[src/logic/bsls_pkg.sv]
package bsls_pkg;

  // Receive FIFO geometry: power-of-two entry count, fixed entry size.
  localparam int unsigned ENTRY_BYTES = 48;
  localparam int unsigned ENTRY_NUM   = 8;
  localparam int unsigned PTR_W       = 3;
  localparam int unsigned MEM_DEPTH   = ENTRY_BYTES * ENTRY_NUM;

  // Register byte offsets on the Wishbone slave.
  localparam logic [7:0] OFS_CTRL      = 8'h00;
  localparam logic [7:0] OFS_CMD       = 8'h04;
  localparam logic [7:0] OFS_STATUS    = 8'h08;
  localparam logic [7:0] OFS_CONN_INTV = 8'h0C;
  localparam logic [7:0] OFS_LEAD      = 8'h10;
  localparam logic [7:0] OFS_WIN       = 8'h14;
  localparam logic [7:0] OFS_ADV_INTV  = 8'h18;
  localparam logic [7:0] OFS_ADV_LEN   = 8'h1C;
  localparam logic [7:0] OFS_SCAN_INTV = 8'h20;
  localparam logic [7:0] OFS_RX_DATA   = 8'h24;
  localparam logic [7:0] OFS_RX_IDX    = 8'h28;
  localparam logic [7:0] OFS_RX_POP    = 8'h2C;
  localparam logic [7:0] OFS_IRQ_STAT  = 8'h30;
  localparam logic [7:0] OFS_IRQ_CLR   = 8'h34;
  localparam logic [7:0] OFS_IRQ_EN    = 8'h38;

  // Control bit positions.
  localparam int unsigned CTRL_ADV_EN       = 0;
  localparam int unsigned CTRL_ADV_IN_CONN  = 1;
  localparam int unsigned CTRL_SCAN_IN_ADV  = 2;
  localparam int unsigned CTRL_SCAN_IN_CONN = 3;
  // Command bit positions.
  localparam int unsigned CMD_CONNECT = 0;
  localparam int unsigned CMD_LEAVE   = 1;
  // Interrupt bit positions.
  localparam int unsigned EV_START    = 0;
  localparam int unsigned EV_POST     = 1;
  localparam int unsigned EV_OVERFLOW = 2;
  localparam int unsigned EV_RX_PKT   = 3;

  // Advertising channels used for scanning.
  localparam logic [5:0] CHAN_FIRST = 6'h25;
  localparam logic [5:0] CHAN_MID   = 6'h26;
  localparam logic [5:0] CHAN_LAST  = 6'h27;

  // Reset values of the timing registers, in clk_sys cycles.
  localparam logic [31:0] CONN_INTV_RST = 32'h0001_D4C0;
  localparam logic [31:0] LEAD_RST      = 32'h0000_0190;
  localparam logic [31:0] WIN_RST       = 32'h0000_2710;
  localparam logic [31:0] ADV_INTV_RST  = 32'h0001_86A0;
  localparam logic [31:0] ADV_LEN_RST   = 32'h0000_3A98;
  localparam logic [31:0] SCAN_INTV_RST = 32'h0000_C350;

  typedef enum logic [1:0] {
    LINK_IDLE = 2'b00,
    LINK_ADV  = 2'b01,
    LINK_CONN = 2'b10
  } bsls_link_t;

  typedef enum logic [2:0] {
    PH_SLEEP = 3'b000,
    PH_START = 3'b001,
    PH_WORK  = 3'b010,
    PH_POST  = 3'b011,
    PH_ADV   = 3'b100,
    PH_SCAN  = 3'b101
  } bsls_phase_t;

  // Packet bytes arriving from the radio receiver.
  typedef struct packed {
    logic       valid;
    logic [7:0] data;
    logic       last;
    logic       more_data_flag;
  } bsls_rx_t;

  // Commands toward the radio.
  typedef struct packed {
    logic       rx_en;
    logic       ack_send;
    logic       ack_withhold;
    logic       adv_active;
    logic       scan_active;
    logic       sleep_allow;
    logic [5:0] channel;
  } bsls_phy_t;

  typedef struct packed {
    bsls_link_t  link;
    bsls_phase_t phase;
    logic [3:0]  ctrl;
    logic [31:0] conn_intv;
    logic [31:0] lead;
    logic [31:0] win;
    logic [31:0] adv_intv;
    logic [31:0] adv_len;
    logic [31:0] scan_intv;
    logic [31:0] ivl_cnt;
    logic [31:0] ph_cnt;
    logic [31:0] now;
    logic [31:0] last_scan;
    logic [5:0]  chan;
    logic [PTR_W:0] wptr;
    logic [PTR_W:0] rptr;
    logic [5:0]  widx;
    logic        in_pkt;
    logic        drop;
    logic [5:0]  ridx;
    logic [3:0]  irq_stat;
    logic [3:0]  irq_en;
    logic        ack_send;
    logic        ack_withhold;
    logic        wb_ack;
    logic [31:0] wb_dat;
  } bsls_state_t;

  localparam bsls_state_t STATE_RST = '{
    link: LINK_IDLE, phase: PH_SLEEP, conn_intv: CONN_INTV_RST,
    lead: LEAD_RST, win: WIN_RST, adv_intv: ADV_INTV_RST,
    adv_len: ADV_LEN_RST, scan_intv: SCAN_INTV_RST, chan: CHAN_FIRST,
    default: '0};

endpackage : bsls_pkg

[src/logic/bsls_sched.sv]
`timescale 1ns/10ps

// How it works
// Each connection interval opens with a receive event.
// More data flag keeps the event receiving.
// Timer opens start phase before master sends.
// Working phase receives and acknowledges autonomously.
// Timer moves to post phase after exchange.
// Sleep allowed only in sleep phase; barred in start, work, post, adv and scan.
// Received packets are copied, write pointer advances.
// Read pointer advances only on software pop.
// Control packets executed, data packets forwarded; here both are queued, and STATUS only flags a control packet at the head.
// Entries of 48 bytes, 8 entries.
// Full FIFO withholds acknowledgement for retransmission.
// Overflow raises a notification to software.
// Advertising event follows receive event when enabled.
// Extensions enabled only in their own state.
// Scanning fills advertising interval outside adv event.
// Scanning fills connection interval outside receive event.
// Scan setup advances channel after scan interval.
// Leaving connection goes to advertising or idle.
// Pointers wrap; occupancy is their difference.
module bsls_sched (
  // Clock and reset.
  input  wire logic              clk_sys,
  input  wire logic              rst_b,
  // Wishbone slave.
  input  wire logic              wb_cyc_i,
  input  wire logic              wb_stb_i,
  input  wire logic              wb_we_i,
  input  wire logic [7:0]        wb_adr_i,
  input  wire logic [3:0]        wb_sel_i,
  input  wire logic [31:0]       wb_dat_i,
  output      logic [31:0]       wb_dat_o,
  output      logic              wb_ack_o,
  // Radio receiver side.
  input  wire bsls_pkg::bsls_rx_t  rx,
  output      bsls_pkg::bsls_phy_t phy,
  // Interrupt.
  output      logic              irq
);

  bsls_pkg::bsls_state_t st;
  bsls_pkg::bsls_state_t next_st;
  localparam int unsigned PTR_W_L = bsls_pkg::PTR_W;

  // Packet storage: one flat byte array indexed by entry and byte.
  logic [7:0] mem [0:bsls_pkg::MEM_DEPTH-1];

  logic [3:0]             ev;
  logic                   leave_evt;
  logic                   scan_ok;
  logic                   bus_req;
  logic [PTR_W_L:0]       occ;
  logic [31:0]            per;
  logic [31:0]            wval;
  logic [8:0]             waddr;
  logic [8:0]             raddr;
  logic [8:0]             haddr;
  logic                   wr_mem;

  // Byte address of a byte inside an entry.
  function automatic logic [8:0] ent_addr(input logic [PTR_W_L-1:0] p,
                                          input logic [5:0] i);
    ent_addr = 9'(p) * 9'(bsls_pkg::ENTRY_BYTES) + 9'(i);
  endfunction : ent_addr

  // Merge write data into a register under the byte enables.
  function automatic logic [31:0] merge(input logic [31:0] old,
                                        input logic [31:0] dat,
                                        input logic [3:0]  sel);
    for (int b = 0; b < 4; b++) begin
      merge[b*8 +: 8] = sel[b] ? dat[b*8 +: 8] : old[b*8 +: 8];
    end
  endfunction : merge

  ////////////////////////////////////////////////////////////////////////////

  // Occupancy comes from the pointer difference, so wrap is free.
  assign occ     = st.wptr - st.rptr;
  assign bus_req = wb_cyc_i && wb_stb_i && !st.wb_ack;
  assign waddr   = ent_addr(st.wptr[PTR_W_L-1:0], st.widx);
  assign raddr   = ent_addr(st.rptr[PTR_W_L-1:0], st.ridx);
  assign haddr   = ent_addr(st.rptr[PTR_W_L-1:0], 6'h00);
  assign wval    = merge(32'h0000_0000, wb_dat_i, wb_sel_i);

  // Next state of the whole scheduler.
  always_comb begin
    next_st              = st;
    next_st.ack_send     = 1'b0;
    next_st.ack_withhold = 1'b0;
    next_st.wb_ack       = 1'b0;
    ev                   = 4'h0;
    leave_evt            = 1'b0;
    wr_mem               = 1'b0;
    next_st.now          = st.now + 32'h0000_0001;
    next_st.ph_cnt       = st.ph_cnt + 32'h0000_0001;
    per = (st.link == bsls_pkg::LINK_CONN) ? st.conn_intv : st.adv_intv;
    scan_ok = (st.link == bsls_pkg::LINK_ADV
               && st.ctrl[bsls_pkg::CTRL_SCAN_IN_ADV])
           || (st.link == bsls_pkg::LINK_CONN
               && st.ctrl[bsls_pkg::CTRL_SCAN_IN_CONN]);

    // Interval timer, restarted at every interval boundary.
    if (st.link == bsls_pkg::LINK_IDLE || st.ivl_cnt >= per - 32'h1) begin
      next_st.ivl_cnt = '0;
    end else begin
      next_st.ivl_cnt = st.ivl_cnt + 32'h0000_0001;
    end

    // Phase sequencing inside an interval.
    unique case (st.phase)
      bsls_pkg::PH_SLEEP, bsls_pkg::PH_SCAN: begin
        if (st.link == bsls_pkg::LINK_CONN
            && st.ivl_cnt == st.conn_intv - st.lead) begin
          next_st.phase = bsls_pkg::PH_START;
          ev[bsls_pkg::EV_START] = 1'b1;
        end else if (st.link == bsls_pkg::LINK_ADV
                     && st.ivl_cnt == 32'h0) begin
          next_st.phase  = bsls_pkg::PH_ADV;
          next_st.ph_cnt = '0;
        end
      end
      bsls_pkg::PH_START: begin
        next_st.phase  = bsls_pkg::PH_WORK;
        next_st.ph_cnt = '0;
      end
      bsls_pkg::PH_WORK: begin
        if (rx.valid) begin
          // First byte decides whether the packet fits.
          if (!st.in_pkt) begin
            next_st.drop = (occ == (PTR_W_L+1)'(bsls_pkg::ENTRY_NUM));
          end
          if (!(st.in_pkt ? st.drop : occ == (PTR_W_L+1)'(bsls_pkg::ENTRY_NUM))
              && st.widx < 6'(bsls_pkg::ENTRY_BYTES)) begin
            wr_mem = 1'b1;
          end
          next_st.in_pkt = !rx.last;
          next_st.widx   = rx.last ? 6'h00 : st.widx + 6'h01;
          if (rx.last) begin
            if (st.in_pkt ? st.drop
                : occ == (PTR_W_L+1)'(bsls_pkg::ENTRY_NUM)) begin
              next_st.ack_withhold       = 1'b1;
              ev[bsls_pkg::EV_OVERFLOW] = 1'b1;
            end else begin
              next_st.wptr             = st.wptr + 1'b1;
              next_st.ack_send         = 1'b1;
              ev[bsls_pkg::EV_RX_PKT] = 1'b1;
            end
          end
        end
        // Stay while the master announces more and the window lasts; else close the event.
        if ((rx.valid && rx.last && !rx.more_data_flag)
            || st.ph_cnt >= st.win) begin
          next_st.phase  = bsls_pkg::PH_POST;
          next_st.in_pkt = 1'b0;
          next_st.widx   = 6'h00;
        end
      end
      bsls_pkg::PH_POST: begin
        ev[bsls_pkg::EV_POST] = 1'b1;
        if (st.ctrl[bsls_pkg::CTRL_ADV_IN_CONN]) begin
          next_st.phase  = bsls_pkg::PH_ADV;
          next_st.ph_cnt = '0;
        end else begin
          leave_evt = 1'b1;
        end
      end
      bsls_pkg::PH_ADV: begin
        if (st.ph_cnt >= st.adv_len - 32'h1) begin
          leave_evt = 1'b1;
        end
      end
      default: begin
        next_st.phase = bsls_pkg::PH_SLEEP;
      end
    endcase

    // After an event the rest of the interval scans or sleeps.
    if (leave_evt) begin
      if (scan_ok) begin
        next_st.phase     = bsls_pkg::PH_SCAN;
        next_st.last_scan = st.now;
        if (st.now - st.last_scan > st.scan_intv) begin
          unique case (st.chan)
            bsls_pkg::CHAN_FIRST: next_st.chan = bsls_pkg::CHAN_MID;
            bsls_pkg::CHAN_MID:   next_st.chan = bsls_pkg::CHAN_LAST;
            default:              next_st.chan = bsls_pkg::CHAN_FIRST;
          endcase
        end
      end else begin
        next_st.phase = bsls_pkg::PH_SLEEP;
      end
    end

    // Link state follows the advertising enable outside a connection.
    unique case (st.link)
      bsls_pkg::LINK_IDLE: begin
        if (st.ctrl[bsls_pkg::CTRL_ADV_EN]) begin
          next_st.link    = bsls_pkg::LINK_ADV;
          next_st.phase   = bsls_pkg::PH_SLEEP;
          next_st.ivl_cnt = '0;
        end
      end
      bsls_pkg::LINK_ADV: begin
        if (!st.ctrl[bsls_pkg::CTRL_ADV_EN]) begin
          next_st.link  = bsls_pkg::LINK_IDLE;
          next_st.phase = bsls_pkg::PH_SLEEP;
          next_st.ctrl[bsls_pkg::CTRL_SCAN_IN_ADV] = 1'b0;
        end
      end
      bsls_pkg::LINK_CONN: begin
      end
      default: begin
        next_st.link = bsls_pkg::LINK_IDLE;
      end
    endcase

    // Register access, answered one cycle after the request.
    if (bus_req) begin
      next_st.wb_ack = 1'b1;
      next_st.wb_dat = 32'h0000_0000;
      if (wb_we_i) begin
        unique case (wb_adr_i)
          bsls_pkg::OFS_CTRL: begin
            next_st.ctrl[bsls_pkg::CTRL_ADV_EN] =
              wval[bsls_pkg::CTRL_ADV_EN];
            // Extensions only stick in the state that owns them.
            next_st.ctrl[bsls_pkg::CTRL_ADV_IN_CONN] =
              wval[bsls_pkg::CTRL_ADV_IN_CONN]
              && st.link == bsls_pkg::LINK_CONN;
            next_st.ctrl[bsls_pkg::CTRL_SCAN_IN_CONN] =
              wval[bsls_pkg::CTRL_SCAN_IN_CONN]
              && st.link == bsls_pkg::LINK_CONN;
            next_st.ctrl[bsls_pkg::CTRL_SCAN_IN_ADV] =
              wval[bsls_pkg::CTRL_SCAN_IN_ADV]
              && st.link == bsls_pkg::LINK_ADV;
          end
          bsls_pkg::OFS_CMD: begin
            if (wval[bsls_pkg::CMD_CONNECT]
                && st.link == bsls_pkg::LINK_ADV) begin
              next_st.link    = bsls_pkg::LINK_CONN;
              next_st.phase   = bsls_pkg::PH_SLEEP;
              next_st.ivl_cnt = '0;
              next_st.ctrl[bsls_pkg::CTRL_SCAN_IN_ADV] = 1'b0;
            end else if (wval[bsls_pkg::CMD_LEAVE]
                         && st.link == bsls_pkg::LINK_CONN) begin
              next_st.link = st.ctrl[bsls_pkg::CTRL_ADV_EN]
                ? bsls_pkg::LINK_ADV : bsls_pkg::LINK_IDLE;
              next_st.phase   = bsls_pkg::PH_SLEEP;
              next_st.ivl_cnt = '0;
              next_st.in_pkt  = 1'b0;
              next_st.widx    = 6'h00;
              next_st.ctrl[bsls_pkg::CTRL_ADV_IN_CONN]  = 1'b0;
              next_st.ctrl[bsls_pkg::CTRL_SCAN_IN_CONN] = 1'b0;
            end
          end
          bsls_pkg::OFS_CONN_INTV:
            next_st.conn_intv = merge(st.conn_intv, wb_dat_i, wb_sel_i);
          bsls_pkg::OFS_LEAD:
            next_st.lead = merge(st.lead, wb_dat_i, wb_sel_i);
          bsls_pkg::OFS_WIN:
            next_st.win = merge(st.win, wb_dat_i, wb_sel_i);
          bsls_pkg::OFS_ADV_INTV:
            next_st.adv_intv = merge(st.adv_intv, wb_dat_i, wb_sel_i);
          bsls_pkg::OFS_ADV_LEN:
            next_st.adv_len = merge(st.adv_len, wb_dat_i, wb_sel_i);
          bsls_pkg::OFS_SCAN_INTV:
            next_st.scan_intv = merge(st.scan_intv, wb_dat_i, wb_sel_i);
          bsls_pkg::OFS_RX_IDX: next_st.ridx = wval[5:0];
          bsls_pkg::OFS_RX_POP: begin
            if (wval[0] && occ != '0) begin
              next_st.rptr = st.rptr + 1'b1;
              next_st.ridx = 6'h00;
            end
          end
          bsls_pkg::OFS_IRQ_CLR: next_st.irq_stat = st.irq_stat & ~wval[3:0];
          bsls_pkg::OFS_IRQ_EN:  next_st.irq_en   = wval[3:0];
          default: begin
          end
        endcase
      end else begin
        unique case (wb_adr_i)
          bsls_pkg::OFS_CTRL:      next_st.wb_dat = {28'h0, st.ctrl};
          // Head entry kind lets software run link commands at once.
          bsls_pkg::OFS_STATUS:    next_st.wb_dat = {13'h0,
            occ != '0 && mem[haddr][1:0] == 2'b11, occ, st.chan, 1'b0,
            st.phase, 2'b00, st.link};
          bsls_pkg::OFS_CONN_INTV: next_st.wb_dat = st.conn_intv;
          bsls_pkg::OFS_LEAD:      next_st.wb_dat = st.lead;
          bsls_pkg::OFS_WIN:       next_st.wb_dat = st.win;
          bsls_pkg::OFS_ADV_INTV:  next_st.wb_dat = st.adv_intv;
          bsls_pkg::OFS_ADV_LEN:   next_st.wb_dat = st.adv_len;
          bsls_pkg::OFS_SCAN_INTV: next_st.wb_dat = st.scan_intv;
          bsls_pkg::OFS_RX_DATA:   next_st.wb_dat = {24'h0, mem[raddr]};
          bsls_pkg::OFS_RX_IDX:    next_st.wb_dat = {26'h0, st.ridx};
          bsls_pkg::OFS_IRQ_STAT:  next_st.wb_dat = {28'h0, st.irq_stat};
          bsls_pkg::OFS_IRQ_EN:    next_st.wb_dat = {28'h0, st.irq_en};
          default:                 next_st.wb_dat = 32'h0000_0000;
        endcase
      end
    end

    // Hardware events set after the clear, so a same-cycle event wins.
    next_st.irq_stat = next_st.irq_stat | ev;
  end

  ////////////////////////////////////////////////////////////////////////////

  // State register.
  always_ff @(posedge clk_sys or negedge rst_b) begin
    if (!rst_b) begin
      st <= bsls_pkg::STATE_RST;
    end else begin
      st <= next_st;
    end
  end

  // Packet bytes land in the entry under the write pointer.
  always_ff @(posedge clk_sys) begin
    if (wr_mem) begin
      mem[waddr] <= rx.data;
    end
  end

  ////////////////////////////////////////////////////////////////////////////

  // Outputs; radio commands come straight from state flops.
  assign wb_dat_o          = st.wb_dat;
  assign wb_ack_o          = st.wb_ack;
  assign irq               = |(st.irq_stat & st.irq_en);
  assign phy.rx_en         = st.phase == bsls_pkg::PH_WORK;
  assign phy.ack_send      = st.ack_send;
  assign phy.ack_withhold  = st.ack_withhold;
  assign phy.adv_active    = st.phase == bsls_pkg::PH_ADV;
  assign phy.scan_active   = st.phase == bsls_pkg::PH_SCAN;
  // Sleep is barred in every phase but sleep, since hardware is busy.
  assign phy.sleep_allow   = st.phase == bsls_pkg::PH_SLEEP;
  assign phy.channel       = st.chan;

endmodule : bsls_sched

[config.mk]
export PLATFORM = sky130hd
export DESIGN_NAME = bsls_sched
export DESIGN_NICKNAME = d
export VERILOG_FILES = /design/src/logic/bsls_pkg.sv /design/src/logic/bsls_sched.sv
export SDC_FILE = /design/constraint.sdc
export NUM_CORES = 2
export LEC_CHECK = 0
export BUFFER_PORTS_ARGS = -buffer_cell sky130_fd_sc_hd__buf_2
export CORE_MARGIN = 2
export CORE_UTILIZATION = 55
export CTS_CLUSTER_SIZE = 14
export DETAILED_ROUTE_END_ITERATION = 8
export PLACE_DENSITY = 0.8
export SETUP_SLACK_MARGIN = 0.1
export SLEW_MARGIN = 20
export SYNTH_ARGS = -nofsm -noshare
export SYNTH_HDL_FRONTEND = slang
export SYNTH_SLANG_ARGS = --single-unit
[constraint.sdc]
create_clock -name clk_sys -period 8.9 [get_ports clk_sys]
set_input_delay 1.78 -clock clk_sys [delete_from_list [all_inputs] [get_ports clk_sys]]
set_output_delay 1.78 -clock clk_sys [all_outputs]
set_load 0.02 [all_outputs]
After elaboration in Yosys (flattened, before gate mapping)

Memories as Yosys holds them, arrays and structs flattened.
Cells that the tools add are included.

Input port bits: 60
Register bits after elaboration: 400
Output and inout port bits: 46
Memories: 1
Memory bits (writable): 3,072

Memory list:

| name | words | bits a word | read ports | clocked after memory_dff | wr ports | RTL line         | text |
|---|---|---|---|---|---|---|---|
| mem  | 384   | 8           | 2          | 0                        | 1        | bsls_sched.sv:48 | `logic [7:0] mem [0:bsls_pkg::MEM_DEPTH-1];` |

Bitwise logic cells: 5
Reduce and logical (&&, ||, !) cells: 64
Multipliers: 2
$add $sub $neg: 13
Eq/ne operators: 29
Order comparisons: 5
Multiplexer cells: 103

Operator list:

| operator                                             | count |
|---|---|
| two-way mux 32 bit                                   | 17 |
| two-way mux 233 bit                                  | 2 |
| one-hot mux 32 bit (12 select lines)                 | 1 |
| two-way mux 8 bit                                    | 28 |
| AND reduction 4 bit                                  | 27 |
| adder 32 x 1 -> 32 bit (second input constant)       | 3 |
| greater-or-equal comparator 32 bit                   | 3 |
| one-hot mux 32 bit (3 select lines)                  | 1 |
| subtractor 32 x 1 -> 32 bit (second input constant)  | 2 |
| subtractor 32 bit                                    | 2 |
| equality test 8 x 6 -> 1 bit (second input constant) | 7 |
| two-way mux 7 bit                                    | 6 |
| two-way mux 33 bit                                   | 1 |
| equality test 32 bit                                 | 1 |
| equality test 8 x 5 -> 1 bit (second input constant) | 4 |
| greater-than comparator 32 bit                       | 1 |
| logical NOT 32 bit                                   | 1 |
| two-way mux 6 bit                                    | 4 |
| two-way mux 1 bit                                    | 21 |
| two-way mux 5 bit                                    | 4 |
| adder 9 x 6 -> 9 bit                                 | 2 |
| two-way mux 3 bit                                    | 6 |
| equality test 8 x 4 -> 1 bit (second input constant) | 2 |
| logical AND 1 bit                                    | 15 |
| 38 further kinds                                     | 60 |

Depth between registers and ports, before layout

Depth in word-level cells: 13
Depth in mapped cells: 26
Mapped depth without buffers: 23

Worst setup path after synthesis

Ideal clock, no wire load.

Path type: register to register
Start: register st[398] in the netlist's numbering
End: register st[171] in the netlist's numbering
Data required time: 8,828 ps
Path buffers: 4
Setup slack: 3,582 ps
Clock period less this slack: 5,318 ps
Library setup time: 72 ps
Cell stages (with the launch flop): 27
Arrival time: 5,245 ps
Cell sequence: dfrtp_1 > nand2b_1 > clkbuf_1 > clkbuf_1 > buf_1 > nor2_1 > a21oi_1 > ha_1 > nand4_1 > nand2b_1 > nor4_2 > nand3_1 > or3_1 > nand3_1 > o21ai_0 > ha_1 > a21o_1 > a21o_1 > a21o_1 > a21o_1 > a21o_1 > a21o_1 > a221o_1 > a211oi_1 > nor3_1 > clkbuf_1 > nor2_1

RTL lines:

| what                   | RTL line          | text |
|---|---|---|
| start, declared        | bsls_sched.sv:43  | `bsls_pkg::bsls_state_t st;` |
| start signal, assigned | bsls_sched.sv:313 | `st <= bsls_pkg::STATE_RST;` |
| start signal, assigned | bsls_sched.sv:315 | `st <= next_st;` |

Final worst setup path

Start: register st[236] in the netlist's numbering
End: register st[100] in the netlist's numbering

Longest elaborated chain between the ends: 5

RTL lines:

| what                               | RTL line          | text |
|---|---|---|
| subtractor 32 x 1 -> 32 bit        | bsls_sched.sv:170 | `if (st.ph_cnt >= st.adv_len - 32'h1) begin` |
| greater-or-equal comparator 32 bit | bsls_sched.sv:170 |  |
| two-way mux 1 bit                  | bsls_sched.sv:170 |  |
| one-hot mux 1 bit (2 select lines) | bsls_sched.sv:112 | `unique case (st.phase)` |
| AND reduction 2 bit (no line)      | n/a               |  |

Every way passes these cells.
A chain may end at the register's enable or synchronous reset.

==> impl_results.md <==
- PortBufs: 101
- Switching Share: 21.7%
- Drt pass-1 iters: 7
- Unrepaired setup endpoints after global routing: false
- TritonCTS clock tree: done
- Area Growth Syn to Fin: 10.8%
- Root Driver: clkbuf_16
- Initial core utilization: 55.3%
- Ports: 106
- CP endpoint kind: flop
- Final HPWL DP: 228 mm
- Die Y: 518 µm
- Largest stage delay, worst path: 760 ps
- Synth area leaders: edfxtp_1 (64%), mux4_2 (16%), dfrtp_1 (6.2%)
- Final Worst Setup Slack: 3180 ps
- CP Buf/Inv Count: 0
- Worst path required time: 9720 ps
- Post-synthesis cell count: 7688
- Util after Layout: 61.3%
- Status: finished clean
- Most frequent cell after synthesis: edfxtp_1
- Drt drc: 0
- Crit-path max FO: 34
- Setup TNS Final: 0 ps
- Startpoint Class: flop
- Worst skew pair latency: 1000 ps
- Final antenna-violating net count: 0
- Endpoints failing hold: 0
- Endpoints failing setup: 0
- Placeable Area: 263000 µm²
- CTS Buffer Depth: 4
- Number of filler cells placed in the layout: 17.1k
- CTS buffer count: 353
- Clock transition at the registers of the reported paths: 60 ps
- Vias in the first global route: 80.4k
- Hold WS: 473 ps
- Worst Skew: 92.5 ps
- Hold crit path type: reg2reg
- Post-synth cell types: 83
- Reported net switching power: 0.00738 W
- Async S/R FF share, synth: 11.4%
- Flop pwr share: 52.3%
- Fmax achieved: 175 MHz
- Clk sinks: 3468
- Clock power share: 44.0%
- First-pass GRT wire length: 594 mm
- Largest net degree at the start of global routing: 189
- DRT iter0 DRCs: 12.9k
- Most used DFF post-synth: edfxtp_1
- Post-synthesis register bit count: 3468
- Post-CTS Setup Inserts: 0
- Cell Count Post-Placement: 11.0k
- Final Cycle Share: 64.3%
- Power Dens Cells: 212 nW/µm²
- Slowest stage cell, crit path: or2_2
- Worst-Margin Slew: 1400 ps
- CTS resizes: 0
- WL final: 411 mm
- Minimum clock period: 5720 ps
- Share of cells above drive strength 1: 24.9%
- Post-DR vias/cell: 6.91
- Kind of critical path: reg2reg
- Vias: 80.3k
- Internal power: 0.0267 W
- Std-Cell Rows: 188
- Max-slew headroom: 6.42%
- Max-slew violation count: 0
- Initial antenna violation count: 40
- Max VDD drop: 0.238 mV
- Synth top area share: 63.5%
- DP Worst Slack: 3310 ps
- Placer Congestion: 0.976
- Mapped Area: 145000 µm²
- Nets: 8104
- Static leakage power: 53.1 nW
- CP Cell Sequence: nor4_1, nand2_1, nor4_2, or3b_1, nor3_2, nand2b_1, or2_1, nor4_2, xnor2_1, ha_1, a21o_1, a21o_1, a21oi_1, o22ai_1, a21oi_1, or2_2, mux2_2
- Mapped Avg Cell Area: 18.9 µm²
- Total track usage: 30.5%
- Total grt overflow: 0
- Non-Filler Instances: 11.6k
- Max-Cap Viols: 0
- EDFF count, synth: 3072
- Die X: 518 µm
- Synth top cells by count: edfxtp_1 (3072), mux4_2 (1002), nor2_1 (626)
- Largest delay share family, worst path: simple AND/OR/NAND/NOR gates
- Ys Warns: 0
- CTS H-tree lvls: 5
- Sequential share of the synthesized area: 70.4%
- DIE AREA: 268000 µm²
- Routed wire per std cell: 35.4 µm
- Combinational share of power: 3.8%
- Arrival time at the worst endpoint: 6540 ps
- Cts hold-fix bufs: 0
- Area leader, netlist: edfxtp_1
## registers in the layout (all words and copies together), names as in the netlist
register and cells:
wb_dat_o 32, mem 3072, phy 4, st 359, wb_ack_o 1
## kinds of logic after synthesis
family | share of synthesized area [%]
XOR/XNOR | 1.47
AO/OA/AOI/OAI | 2.79
buffers and inverters | 1.73
adder cells (fa/ha/maj) | 1.96
AND/OR/NAND/NOR | 3.96
other | 0.00517
flip-flops | 70.4
multiplexers | 17.7
## metrics by stage
step | power, W | cell area, µm²
6_report | 0.0341 | 161000
5_1_grt | 0.0347 | 161000
4_1_cts | 0.0341 | 161000
3_5_place_dp | 0.0194 | 149000
3_3_place_gp | 0.0193 | 149000
2_1_floorplan | 0.0187 | 145000
## layout make-up
cell class,count,area [µm²],share of cell area (%)
timing repair buffer,186,1550,0.962
clock inverter,181,1900,1.18
tap,3515,4400,2.73
clock buffer,436,9370,5.83
multi-input combinational,3638,40700,25.3
inverter,175,657,0.408
sequential,3468,102000,63.5
antenna,24,60.1,0.0373
## power by group through the flow
stage               Sequential [W]  Combinational [W]  Clock (W)
CTS                         0.0178            0.00124     0.0150
global route                0.0178            0.00134     0.0155
global placement            0.0181            0.00117          0
finish                      0.0178            0.00128     0.0150
detailed placement          0.0181            0.00121          0
floorplan                   0.0181           0.000587          0
## worst paths after layout
path	startpoint	end	slack, ps	cells after the start
setup / recovery	st[236]	st[100]	3180	17
hold / removal	wb_dat_o[10]	wb_dat_o[10]	470	1
setup reg to reg	st[236]	st[100]	3180	17
hold reg to reg	wb_dat_o[10]	wb_dat_o[10]	470	1
max in group asynchronous	rst_b	st[44]	6560	2
min in group asynchronous	rst_b	wb_dat_o[15]	740	1
## layout by cell type (no fill, tap or decap), types with 14 or more instances in the layout
cell type,count
edfxtp_1,3072
a31oi_1,27
a21o_1,79
o21ai_0,95
and2_1,14
mux2i_1,60
and3_1,56
a221oi_1,29
dfrtp_1,357
nand2b_1,15
mux2_2,228
or3_1,24
bufinv_16,38
xnor2_1,149
clkinv_2,55
a22oi_1,73
ha_1,214
dfstp_2,35
nor3_1,56
o22ai_1,14
clkbuf_16,358
clkinvlp_4,16
clkbuf_1,66
nor2_1,619
xor2_1,93
nand3_1,74
buf_2,92
inv_1,175
mux4_2,1002
nor2b_1,26
clkinv_1,59
buf_12,21
nand4_1,52
buf_4,59
a21oi_1,123
o21a_1,20
nand2_1,251
diode_2,24
## routing by layer
| layer | global-route usage [%] | up-vias | share of wire [%] |
|---|---|---|---|
| met4 | 14.9 | 34 | 5.7 |
| met5 | 0 | - | 0.068 |
| li1 | - | 31300 | - |
| met3 | 7.09 | 1228 | 12 |
| met1 | 40.3 | 41300 | 34 |
| met2 | 48.2 | 6440 | 48 |
(Power assumes the default switching activity.)
